[src/common/port_pkg.sv]
package port_pkg;

    // Port geometry
    localparam int PORT_W = 8;

    // Register byte addresses on the Wishbone bus (printed offsets are odd,
    // so they are kept as indices and the byte address is four times that)
    localparam logic [15:0] DIR_IDX = 16'hffb5;
    localparam logic [15:0] DATA_IDX = 16'hffb7;
    localparam logic [17:0] DIR_ADDR = {DIR_IDX, 2'b00};
    localparam logic [17:0] DATA_ADDR = {DATA_IDX, 2'b00};
    localparam int ADDR_W = 18;

    // Reset values and fixed read values
    localparam logic [7:0] DIR_RST = 8'h00;
    localparam logic [7:0] DATA_RST = 8'h00;
    localparam logic [7:0] DIR_READ_VAL = 8'hff;
    localparam logic [31:0] UNMAPPED_VAL = 32'h0000_0000;

    // Pin positions
    localparam int PIN_TMR_A_CLK = 0;
    localparam int PIN_TMR_A_OUT = 1;
    localparam int PIN_TMR_A_RST = 2;
    localparam int PIN_TMR_B_CLK = 3;
    localparam int PIN_TMR_B_OUT = 4;
    localparam int PIN_TMR_B_RST = 5;
    localparam int PIN_PWM_A = 6;
    localparam int PIN_PWM_B = 7;

    // Peripheral output requests toward the pins
    typedef struct packed {
        logic pwm_b_en;
        logic pwm_b_val;
        logic pwm_a_en;
        logic pwm_a_val;
        logic tmr_b_en;
        logic tmr_b_val;
        logic tmr_a_en;
        logic tmr_a_val;
    } periph_out_t;

    // Host interrupt request levels, slave mode only
    typedef struct packed {
        logic irq_c;
        logic irq_a;
        logic irq_b;
    } host_irq_t;

    // Timer inputs taken from the pins
    typedef struct packed {
        logic timer_b_reset_input;
        logic timer_b_clock_input;
        logic timer_a_reset_input;
        logic timer_a_clock_input;
    } timer_in_t;

endpackage : port_pkg

[src/design/sync_bit.sv]
`timescale 1ns/10ps
// Two flip-flop synchroniser for one pin level
module sync_bit
    import port_pkg::*;
(
    // Clock and reset
    input wire logic clk_i,
    input wire logic rst_i,
    // Level
    input wire logic d_i,
    output logic q_o
);

    logic meta_r; // First stage, read only by the second

    // Two stages clear on reset
    always_ff @(posedge clk_i) begin
        if (rst_i) begin
            meta_r <= 1'b0;
            q_o <= 1'b0;
        end else begin
            meta_r <= d_i;
            q_o <= meta_r;
        end
    end

endmodule : sync_bit

[src/design/pin_cell.sv]
`timescale 1ns/10ps
// One port pin: output select and enable
module pin_cell
    import port_pkg::*;
(
    // Port state
    input wire logic dir_i,
    input wire logic data_i,
    // Peripheral claim
    input wire logic own_i,
    input wire logic own_val_i,
    // Next pin drive
    output logic out_nxt_o,
    output logic oe_nxt_o
);

    // Peripheral wins over the port registers
    assign out_nxt_o = own_i ? own_val_i : data_i;
    // Driven if peripheral owns it or direction is output
    assign oe_nxt_o = own_i | dir_i;

endmodule : pin_cell

[src/design/io_port.sv]
// Our own choice: register access over Wishbone.
`timescale 1ns/10ps
// Function
// RULE1: Direction bit one drives pin, zero inputs
// RULE2: Direction register reads back all ones
// RULE3: Reset and hardware standby clear direction
// RULE4: Software standby keeps direction and outputs
// RULE5: Software standby drops peripheral pin ownership; code keeps slave mode irq claims
// RULE6: Output pins read data register bit
// RULE7: Input pins read synchronised pin level
// RULE8: Read selection same for peripheral pins
// RULE9: Data register read/write, cleared, kept
// RULE10: Unclaimed pins stay general purpose
// RULE11: Pin map of timers and PWM
// RULE12: Slave mode bits 5..3 irq, output pins only
// RULE13: Unowned output pins drive data bit
module io_port
    import port_pkg::*;
#(
    parameter int WIDTH = PORT_W
) (
    // Clock and reset
    input wire logic clk_i,
    input wire logic rst_i,
    // Standby and mode
    input wire logic hw_standby_i,
    input wire logic sw_standby_i,
    input wire logic slave_mode_i,
    // Wishbone slave
    input wire logic cyc_i,
    input wire logic stb_i,
    input wire logic we_i,
    input wire logic [ADDR_W-1:0] adr_i,
    input wire logic [3:0] sel_i,
    input wire logic [31:0] dat_i,
    output logic [31:0] dat_o,
    output logic ack_o,
    // Peripherals
    input wire periph_out_t periph_i,
    input wire host_irq_t host_irq_i,
    output timer_in_t timer_in_o,
    output logic periph_reset_o,
    // Pins
    input wire logic [WIDTH-1:0] pin_i,
    output logic [WIDTH-1:0] pin_o,
    output logic [WIDTH-1:0] pin_oe_o
);

    // Port registers and their next values
    logic [WIDTH-1:0] dir_r; // Direction, one is output
    logic [WIDTH-1:0] data_r; // Output data register
    logic [WIDTH-1:0] dir_nxt; // Direction after this edge
    logic [WIDTH-1:0] data_nxt; // Data after this edge
    // Pin side
    logic [WIDTH-1:0] pin_s; // Synchronised pin levels
    logic [WIDTH-1:0] own; // Pin claimed by a peripheral
    logic [WIDTH-1:0] own_val; // Value the claimer drives
    logic [WIDTH-1:0] out_nxt; // Pin value for the next edge
    logic [WIDTH-1:0] oe_nxt; // Pin enable for the next edge
    // Bus side
    logic [WIDTH-1:0] port_read; // Port read value
    logic [31:0] rd_nxt; // Read word for the next ack
    logic clr; // Reset or hardware standby
    logic req; // New bus request
    logic hit_dir; // Address is the direction register
    logic hit_data; // Address is the data register
    logic wr_dir; // Direction write this cycle
    logic wr_data; // Data write this cycle
    // Slave mode host requests
    logic irq_slot; // Slave mode irq pins bits 5..3
    logic [WIDTH-1:0] irq_mask; // Pins that may carry a request
    logic [WIDTH-1:0] irq_val; // Request levels at their pin positions

    // Clearing source for the registers
    assign clr = rst_i | hw_standby_i; // RULE3

    // Request is taken once; ack drops in the next cycle
    assign req = cyc_i & stb_i & ~ack_o;
    assign hit_dir = (adr_i == DIR_ADDR);
    assign hit_data = (adr_i == DATA_ADDR);
    // Data sits in byte lane 0
    assign wr_dir = req & we_i & hit_dir & sel_i[0];
    assign wr_data = req & we_i & hit_data & sel_i[0];

    // Register next values; standby does not touch them
    assign dir_nxt = wr_dir ? dat_i[WIDTH-1:0] : dir_r; // RULE1 RULE4
    assign data_nxt = wr_data ? dat_i[WIDTH-1:0] : data_r; // RULE9

    // Slave mode puts irq outputs on bits 5..3
    assign irq_slot = slave_mode_i; // RULE12

    // Request slots share the pins of the second timer
    always_comb begin
        irq_mask = '0;
        irq_val = '0;
        // Levels sit at their pins in any mode; the mask gates them
        irq_val[PIN_TMR_B_RST] = host_irq_i.irq_c;
        irq_val[PIN_TMR_B_OUT] = host_irq_i.irq_a;
        irq_val[PIN_TMR_B_CLK] = host_irq_i.irq_b;
        if (irq_slot) begin // RULE12
            irq_mask[PIN_TMR_B_RST] = 1'b1;
            irq_mask[PIN_TMR_B_OUT] = 1'b1;
            irq_mask[PIN_TMR_B_CLK] = 1'b1;
        end
    end

    // Peripheral ownership; timer and PWM claims released in software standby, slave mode irq claims kept
    // Irq pins drive only where direction is output, per pin map
    always_comb begin
        own = '0;
        own_val = '0;
        if (!sw_standby_i) begin // RULE5
            own[PIN_PWM_B] = periph_i.pwm_b_en; // RULE11
            own_val[PIN_PWM_B] = periph_i.pwm_b_val;
            own[PIN_PWM_A] = periph_i.pwm_a_en; // RULE11
            own_val[PIN_PWM_A] = periph_i.pwm_a_val;
            own[PIN_TMR_B_OUT] = periph_i.tmr_b_en; // RULE11
            own_val[PIN_TMR_B_OUT] = periph_i.tmr_b_val;
            own[PIN_TMR_A_OUT] = periph_i.tmr_a_en; // RULE11
            own_val[PIN_TMR_A_OUT] = periph_i.tmr_a_val;
        end
        // Irq output on a pin with direction set, timer out still wins
        for (int i = 0; i < WIDTH; i++) begin
            if (irq_mask[i] && dir_r[i] && !own[i]) begin // RULE12
                own[i] = 1'b1;
                own_val[i] = irq_val[i];
            end
        end
    end

    // One pin cell per bit
    for (genvar g = 0; g < WIDTH; g++) begin : g_pin
        pin_cell u_cell (
            .dir_i(dir_r[g]),
            .data_i(data_r[g]),
            .own_i(own[g]),
            .own_val_i(own_val[g]),
            .out_nxt_o(out_nxt[g]), // RULE13
            .oe_nxt_o(oe_nxt[g]) // RULE1 RULE10
        );
        sync_bit u_sync (
            .clk_i(clk_i),
            .rst_i(rst_i),
            .d_i(pin_i[g]),
            .q_o(pin_s[g]) // RULE7
        );
    end

    // Output pins read the register, inputs the pin, for every pin
    assign port_read = (dir_r & data_r) | (~dir_r & pin_s); // RULE6 RULE7 RULE8

    // Read mux; unmapped reads return zero
    assign rd_nxt = hit_dir ? {24'h000000, DIR_READ_VAL} : // RULE2
                    hit_data ? {24'h000000, port_read} : UNMAPPED_VAL;

    // Port registers
    always_ff @(posedge clk_i) begin
        if (clr) begin
            dir_r <= DIR_RST; // RULE3
            data_r <= DATA_RST; // RULE9
        end else begin
            dir_r <= dir_nxt;
            data_r <= data_nxt;
        end
    end

    // Bus answer: one cycle after the request
    always_ff @(posedge clk_i) begin
        if (rst_i) begin
            ack_o <= 1'b0;
            dat_o <= '0;
        end else begin
            ack_o <= req;
            dat_o <= req ? rd_nxt : '0;
        end
    end

    // Registered pin drive and peripheral side
    always_ff @(posedge clk_i) begin
        if (clr) begin
            pin_o <= '0;
            pin_oe_o <= '0;
            timer_in_o <= '0;
            periph_reset_o <= 1'b1;
        end else begin
            pin_o <= out_nxt;
            pin_oe_o <= oe_nxt;
            timer_in_o.timer_b_reset_input <= pin_s[PIN_TMR_B_RST]; // RULE11
            timer_in_o.timer_b_clock_input <= pin_s[PIN_TMR_B_CLK];
            timer_in_o.timer_a_reset_input <= pin_s[PIN_TMR_A_RST];
            timer_in_o.timer_a_clock_input <= pin_s[PIN_TMR_A_CLK];
            periph_reset_o <= sw_standby_i; // RULE5
        end
    end
endmodule : io_port

[config.mk]
export PLATFORM = sky130hd
export DESIGN_NAME = io_port
export DESIGN_NICKNAME = d
export VERILOG_FILES = /design/src/common/port_pkg.sv /design/src/design/sync_bit.sv /design/src/design/pin_cell.sv /design/src/design/io_port.sv
export SDC_FILE = /design/constraint.sdc
export NUM_CORES = 1
export LEC_CHECK = 0
export BUFFER_PORTS_ARGS = -buffer_cell sky130_fd_sc_hd__buf_4
export CAP_MARGIN = 20
export CORE_MARGIN = 4
export CORE_UTILIZATION = 45
export DETAILED_ROUTE_END_ITERATION = 8
export PLACE_DENSITY = 0.8
export SYNTH_ARGS = -nofsm -noshare
export SYNTH_HDL_FRONTEND = slang
export SYNTH_HIERARCHICAL = 1
export SYNTH_SLANG_ARGS = --single-unit
export TNS_END_PERCENT = 50
[constraint.sdc]
create_clock -name clk_i -period 1.9 [get_ports clk_i]
set_input_delay 0.19 -clock clk_i [delete_from_list [all_inputs] [get_ports clk_i]]
set_output_delay 0.19 -clock clk_i [all_outputs]
set_load 0.01 [all_outputs]
# --- Word level (Yosys, flattened, before mapping) ---
# Index checks and enable logic that the tools add are counted.
totals:
  reg_bits: 86
  latch_bits: 0
  mem_bits_rw: 0
  rom_bits: 0
  inputBits: 81
  output_inout_bits: 54
  wordCells: 78
  mem_count: 0
classes:
  add_sub_neg: 0
  n_mul: 0
  div: 0
  order_cmp: 0
  eq_ne: 2
  shift: 0
  muxes: 21
  bitwise_logic: 20
  reduce_logical: 7
ops:
  columns: ["operator", "count"]
  rows:
  - ["18-bit equality test (second input constant)", 2]
  - ["8-bit AND", 2]
  - ["1-bit 2-to-1 mux", 16]
  - ["8-bit 2-to-1 mux", 2]
  - ["8-bit NOT", 1]
  - ["8-bit bitwise OR", 1]
  - ["1-bit AND", 7]
  - ["1-bit bitwise OR", 7]
  - ["1-bit logical AND", 4]
  - ["2-bit 2-to-1 mux", 2]
  - ["3-bit 2-to-1 mux", 1]
  - ["3-bit OR reduction", 1]
  - ["1-bit NOT", 2]
  - ["2-bit OR reduction", 1]
  - ["1-bit zero test", 1]

# --- Depth between registers and ports, before layout ---
# Gate-level depths: netlist (run 1).
depth:
  depth_word: 5
  ltp_mapped: 6
  ltp_nobuf: 5

# --- By module ---
# Netlist (run 1), hierarchy kept.
by_module_without_submodules:
  columns: ["mod", "instances", "cells_per_inst", "area_per_inst_um2", "seq_area_each_um2"]
  rows:
  - ["io_port", 1, 204, 1974.4, 920.9]
  - ["sync_bit", 8, 4, 52.6, 40.0]
  - ["pin_cell", 8, 2, 21.3, 0.0]

# --- Least setup slack after synthesis (run 1) ---
# No wires, ideal clock.
synth_timing:
  path_type: "register to register"
  from: "register ack_o"
  to: "register data_r[5]"
  setup_ns: 0.070
  t_arrival_ns: 1.514
  required_time_ns: 1.830
  setup_slack_ns: 0.316
  path_stages_with_launch: 6
  path_buffers: 1
  synth_period_minus_slack_ns: 1.584
  cell_sequence: "dfxtp_1 > nand3b_1 > nor4_2 > buf_2 > nand4_1 > a21oi_1"
synth_between:
  elab_chain_len: 5
synth_lines:
  columns: ["element", "line", "text"]
  rows:
  - ["start: declaration", "io_port.sv:37", "output logic ack_o,"]
  - ["start signal: assignment", "io_port.sv:173", "ack_o <= req;"]
  - ["1-bit NOT", "io_port.sv:78", "assign req = cyc_i & stb_i & ~ack_o;"]
  - ["1-bit AND", "io_port.sv:78", null]
  - ["1-bit AND (3 in series)", "io_port.sv:83", "assign wr_data = req & we_i & hit_data & sel_i[0];"]
  - ["end signal: assignment", "io_port.sv:163", "data_r <= data_nxt;"]
  - ["end: declaration", "io_port.sv:51", "logic [WIDTH-1:0] data_r;"]
# No other way between the ends.
# A chain may end at the register's enable or synchronous reset.

# --- Final worst setup path (run 1) ---
layout_timing:
  from: "register ack_o"
  to: "register dir_r[1]"
layout_between:
  elab_chain_len: 5
layout_lines:
  columns: ["element", "line", "text"]
  rows:
  - ["1-bit NOT", "io_port.sv:78", null]
  - ["1-bit AND", "io_port.sv:78", null]
  - ["1-bit AND (3 in series)", "io_port.sv:82", "assign wr_dir = req & we_i & hit_dir & sel_i[0];"]
  - ["end signal: assignment", "io_port.sv:162", "dir_r <= dir_nxt;"]
  - ["end: declaration", "io_port.sv:50", "logic [WIDTH-1:0] dir_r;"]
# No other way between the ends.

==> results.ini, run 1 <==
[layout]
final_cell_mix=buf_4 (86), dfxtp_1 (62), conb_1 (30), nor2b_1 (23), and2_1 (22)
n_antenna_cell=0
area_delta_synth_final_pct=31.61
final_common_cell=buf_4
final_nets=423
layout-drive-gt1-share_pct=34.58

[clocking]
cts_setup_buffers=0
cts_buffer_depth=2
tritoncts=yes
clk_pin_slew_ns=0.06
htreeDepth=3
cts_buffers=9
cts_resized=0
cts-root-buf=clkbuf_8
cts_sinks=62
clk_latency_ns=0.34
cts_hold_buf=0

[detailed_routing]
drc=0
vias=2012
post_drt_wl_per_cell_um=12.92
drt_iter0_markers=100
ant_nets=0
dr.pass1.iters=4
drt-total-wl_mm=5.413
viasPerCell=4.802

[pwr]
p_per_area_nw_per_um2=802.5
total_power_uw=2709
p_leak_uw=0.001468
ir_worst_vdd_mv=0.4299

[logic_synthesis]
synth_top_cell_area_share_pct=48.39
synth_area_um2=2565
ys_top_cells_by_area=dfxtp_1 (48%), buf_4 (7.0%), nor2b_1 (5.6%)
synth_cells=252
yosysUniqueCellTypes=30
avgSynthCellArea_um2=10.18
yosys_warnings=6
ys_seq_area_share_pct=48.39
synth-seq-cells=62
synth_top_cell_by_area=dfxtp_1

[timing]
maxSlewHeadroom_pct=63.22
rsz0062_at_grt=no
setup_viol=0
worst_slack_ns=0.4741
clock.fmax_mhz=701.3
drv_slew=0
finalSetupTns_ns=0
period_needed_ns=1.426
finalHoldViolCount=0
fin_crit_sh_pct=75.05
worst_pin_slew_ns=0.5518
skew_ns=0.005556

[place]
io_buffers=83
finalWeightedCongestion=0.7048
place_ws_ns=0.2395
place_hpwl_mm=3.885

[setup_path]
r2r-end=dir_r[1]
startpoint_type=flip-flop
setup.worst_path.class=flip-flop to flip-flop
cp.required_ns=2.17
rrSetupSlack_ns=0.47
rr_worst_depth=5
arrival_ns=1.69
crit_path_end_kind=flip-flop
critPathMaxFanout=16
rr_startpoint=ack_o

[die]
die_area_um2=6971
die_w_um=83.50
num_rows=27
io_pins=135
start_util_pct=46.58
core_area_um2=5507
die_h_um=83.50

[global_route]
grt_pass1_wl_mm=8.763
antenna_found_initial=0
first_global_vias=1851
grt_overflow=0
grt.total_usage_pct=16.07
grt_max_degree=27

[job]
drv_cap=0

[worst_hold_path]
hp-start=hw_standby_i
min_path_cells=2
holdPathEnd=periph_reset_o
hp-class=input port to flip-flop

[run_status]
status=finished clean

worst max path at each step:
| stage | from | to | slack, ns |
|---|---|---|---|
| after global routing | ack_o | dir_r[3] | 0.30 |
| after CTS | ack_o | dir_r[1] | 0.46 |
| after global placement | adr_i[0] | dat_o[5] | 0.25 |
| after floorplan | ack_o | data_r[5] | 0.32 |
| after detailed placement | adr_i[0] | dat_o[5] | 0.24 |
| final | ack_o | dir_r[1] | 0.47 |
where the power goes:
group | internal (µW) | switching [µW]
sequential | 1320 | 6.87
clock | 676 | 479
combinational | 121 | 102
total | 2120 | 588
flip-flops by register name, summed over array words and instances, names as in the netlist:
signal / cells
dat_o: 8
data_r: 8
dir_r: 8
g_pin.u_sync/meta_r: 8
g_pin.u_sync/q_o: 8
pin_o: 8
pin_oe_o: 8
timer_in_o: 4
ack_o: 1
periph_reset_o: 1
Yosys cell counts, drive strengths merged:
cell     number
o21ai        18
mux2i         8
dfxtp        62
nor4          1
and4          2
clkbuf        8
nand2b        1
nand4        10
or4           1
or3           2
nor2          2
nand2         5
buf          28
mux2          8
nand3b        1
and3          3
nand4bb       1
conb          1
or2           9
nand4b        9
nor2b        23
a21oi        24
and2         22
and3b         3
logic make-up (layout without fill, tap and decap cells):
logic type,Yosys count,in the layout,share of synthesized area (%)
AO/OA/AOI/OAI,42,42,9.366
buffers and inverters,36,102,9.171
flip-flops,62,62,48.39
multiplexers,16,16,7.805
other,1,30,0.1462
AND/OR/NAND/NOR,95,95,25.12
layer usage:
layer | vias up | wire length, µm | global-route usage (%)
met3 | 10 | 570 | 7.009
met4 | 0 | 106 | 7.895
li1 | 992 | - | -
met5 | - | 0 | 0
met1 | 918 | 2249 | 18.56
met2 | 92 | 2487 | 25.44
area by class of cell:
type,count,area [µm²]
Fill cell,492,2131
Clock buffer,13,158.9
Clock inverter,3,42.54
Multi-Input combinational cell,183,1197
Tap cell,72,90.09
Sequential cell,62,1241
Timing Repair Buffer,86,645.6
metrics by stage:
step	area (µm²)	utilization [%]	std cells	hold slack (ns)
after floorplan	2674	-	281	0.2616
after global placement	3174	57.65	403	0.3971
after detailed placement	3174	57.65	403	0.3978
after CTS	3376	61.30	419	0.03425
after global routing	3376	61.30	419	0.04387
final	3376	61.30	419	0.05491
critical path, cell delays in order (launching register included):
cell	delay, ns
dfxtp_1	0.32
nand3b_1	0.22
nor4_2	0.29
buf_4	0.25
nand4b_1	0.12
a21oi_1	0.16
Note: power is estimated with default switching activity, not from simulation.
==> inputs of run 2 (changes only) <==
Settings changed: CORE_UTILIZATION 45 to 40, PLACE_DENSITY 0.8 to 0.75.
Clock period 1.9 ns to 1.3 ns, I/O delays scaled along.
==> run 2 against run 1 <==
Net effect:
- fmax increased by 3.4%
- worst hold slack worse by 0.042 ns
- non-clock buffer count is 16 higher
- the run now ends with setup timing left
- via count grew 2.8%
==> results.ini, run 2 (synthesis results as in run 1) <==
[setup_path]
crit_chain=nand3b_1, or4_4, a21oi_2  ; was nand3b_1, nor4_2, buf_4, nand4b_1, a21oi_1
critPathMaxFanout=8  ; was 16
cp.required_ns=1.56  ; was 2.17 ns
crit_path_end_kind=flip-flop  ; unchanged
arrival_ns=1.64  ; was 1.69 ns
cpLargestDelayFamily=simple AND/OR/NAND/NOR gates  ; unchanged
setup.worst_path.class=flip-flop to flip-flop  ; unchanged
startpoint_type=flip-flop  ; unchanged
cp_slowest_cell=or4_4  ; was dfxtp_1
slowest_delay_ns=0.62  ; was 0.32 ns
critPathBufInv=0  ; was 1

[timing]
worst_slack_ns=-0.07873  ; was 0.4741 ns
setup_viol=10  ; was 0
holdWs_ns=0.01326  ; was 0.05491 ns
drv_slew=0  ; unchanged
skew_ns=0.005340  ; was 0.005556 ns
rsz0062_at_grt=yes  ; was no
period_needed_ns=1.379  ; was 1.426 ns
fin_crit_sh_pct=106.1  ; was 75.05%
finalHoldViolCount=0  ; unchanged
clock.fmax_mhz=725.3  ; was 701.3 MHz

[die]
core_area_um2=6061  ; was 5507 µm²
num_rows=28  ; was 27
io_pins=135  ; unchanged
start_util_pct=42.32  ; was 46.58%
die_area_um2=7757  ; was 6971 µm²
die_h_um=88.08  ; was 83.50 µm
die_w_um=88.08  ; was 83.50 µm

[run_status]
status=complete, but fails checks  ; was finished clean
violations=setup timing

[global_route]
first_global_vias=1885  ; was 1851
grt_max_degree=25  ; was 27
grt.total_usage_pct=15.34  ; was 16.07%
grt_overflow=0  ; unchanged
grt_pass1_wl_mm=8.956  ; was 8.763 mm
antenna_found_initial=0  ; unchanged

[pwr]
total_power_uw=3753  ; was 2709 µW
p_leak_uw=0.001549  ; was 0.001468 µW
p_per_area_nw_per_um2=1063  ; was 802.5 nW/µm²
ir_worst_vdd_mv=0.6145  ; was 0.4299 mV

[place]
finalWeightedCongestion=0.7803  ; was 0.7048
placed_area_um2=3326  ; was 3174 µm²
place_hpwl_mm=4.424  ; was 3.885 mm
io_buffers=83  ; unchanged

[detailed_routing]
post_drt_wl_per_cell_um=13.52  ; was 12.92 µm
dr.pass1.iters=4  ; unchanged
viasPerCell=4.724  ; was 4.802
drt_iter0_markers=170  ; was 100
drt-total-wl_mm=5.923  ; was 5.413 mm
ant_nets=0  ; unchanged
drc=0  ; unchanged
vias=2069  ; was 2012

[layout]
area_delta_synth_final_pct=37.71  ; was 31.61%
n_antenna_cell=0  ; unchanged
layout-drive-gt1-share_pct=37.74  ; was 34.58%
final_common_cell=buf_4  ; unchanged
final_cell_mix=buf_4 (97), dfxtp_1 (61), conb_1 (30), nor2b_1 (23), and2_1 (22)  ; was buf_4 (86), dfxtp_1 (62), conb_1 (30), nor2b_1 (23), and2_1 (22)
fillCellCount=550  ; was 492
final_nets=439  ; was 423
design_area_um2=3532  ; was 3376 µm²

[clocking]
cts_buffers=9  ; unchanged
htreeDepth=3  ; unchanged
cts-root-buf=clkbuf_8  ; unchanged
cts_setup_buffers=0  ; unchanged
cts_buffer_depth=2  ; unchanged
tritoncts=yes  ; unchanged
clk_pin_slew_ns=0.07  ; was 0.06 ns
cts_sinks=62  ; unchanged
clk_latency_ns=0.33  ; was 0.34 ns

[worst_hold_path]
hp-class=input port to flip-flop  ; unchanged

[job]
drv_cap=0  ; unchanged

## run 2: changes by cell type in the layout (fill, tap and decap cells not counted), moves of 2 or more
cell,change
o21ai_0,-14
o21ai_1,+12
buf_4,+11
dlygate4sd3_1,+3
buf_12,+2
clkinv_2,+2
o21ai_2,+2
## run 2: worst reg2reg max path: cells and delay by family (launching register included)
family	cells	cell delay, ns
AND/OR/NAND/NOR	2	0.86
flip-flops	1	0.32
AO/OA/AOI/OAI	1	0.14
## run 2: layout make-up
| type | count | area [µm²] | area share (%) |
|---|---|---|---|
| sequential | 62 | 1242 | 35.18 |
| multi-input combinational | 183 | 1230 | 34.82 |
| timing repair buffer | 102 | 798.3 | 22.60 |
| clock buffer | 12 | 145.1 | 4.109 |
| tap | 75 | 93.84 | 2.657 |
| clock inverter | 4 | 22.52 | 0.6376 |
## run 2: what timing repair did
action / 4_1_cts / 5_1_grt
pin swaps: 0 / 13
endpoints found under the setup margin: 19 / 24
hold buffers: 3 / 0
hold endpoints to repair: 3 / 0
gates resized for setup: 10 / 7
## run 2: final timing paths
kind | startpoint | endpoint | slack [ns] | cells after the start
worst max-delay path | ack_o | dat_o[2] | -0.08 | 3
worst min-delay path | pin_i[6] | g_pin[6].u_sync/meta_r | 0.01 | 2
worst min register to register | g_pin[7].u_sync/meta_r | g_pin[7].u_sync/q_o | 0.44 | 1
worst max register to register | ack_o | dat_o[2] | -0.08 | 3
## run 2: report_power, final
part / total, µW / switching (µW) / leakage (µW) / internal (µW)
Sequential: 1950 / 10.3 / 0.000505 / 1940
Combinational: 359 / 160 / 0.000958 / 199
Clock: 1450 / 713 / 0.0000861 / 735
Total: 3750 / 884 / 0.00155 / 2870
## run 2: per-layer routing
| layer | global-route usage [%] | share of wire [%] | vias to the layer above |
|---|---|---|---|
| met1 | 18.41 | 40 | 946 |
| li1 | - | - | 1027 |
| met3 | 4.986 | 9.8 | 7 |
| met2 | 25.62 | 48 | 89 |
| met4 | 5.769 | 1.4 | 0 |
| met5 | 0 | 0 | - |
## run 2: metrics by stage
step	instances	util [%]	TNS (ns)	worst slack, ns
after floorplan	281	-	-2.312	-0.2429
after global placement	419	54.87	-3.058	-0.2427
after detailed placement	419	54.87	-3.640	-0.2624
after CTS	438	58.13	-0.6948	-0.08743
after global routing	438	58.28	-2.604	-0.1789
final	438	58.28	-0.5845	-0.07873
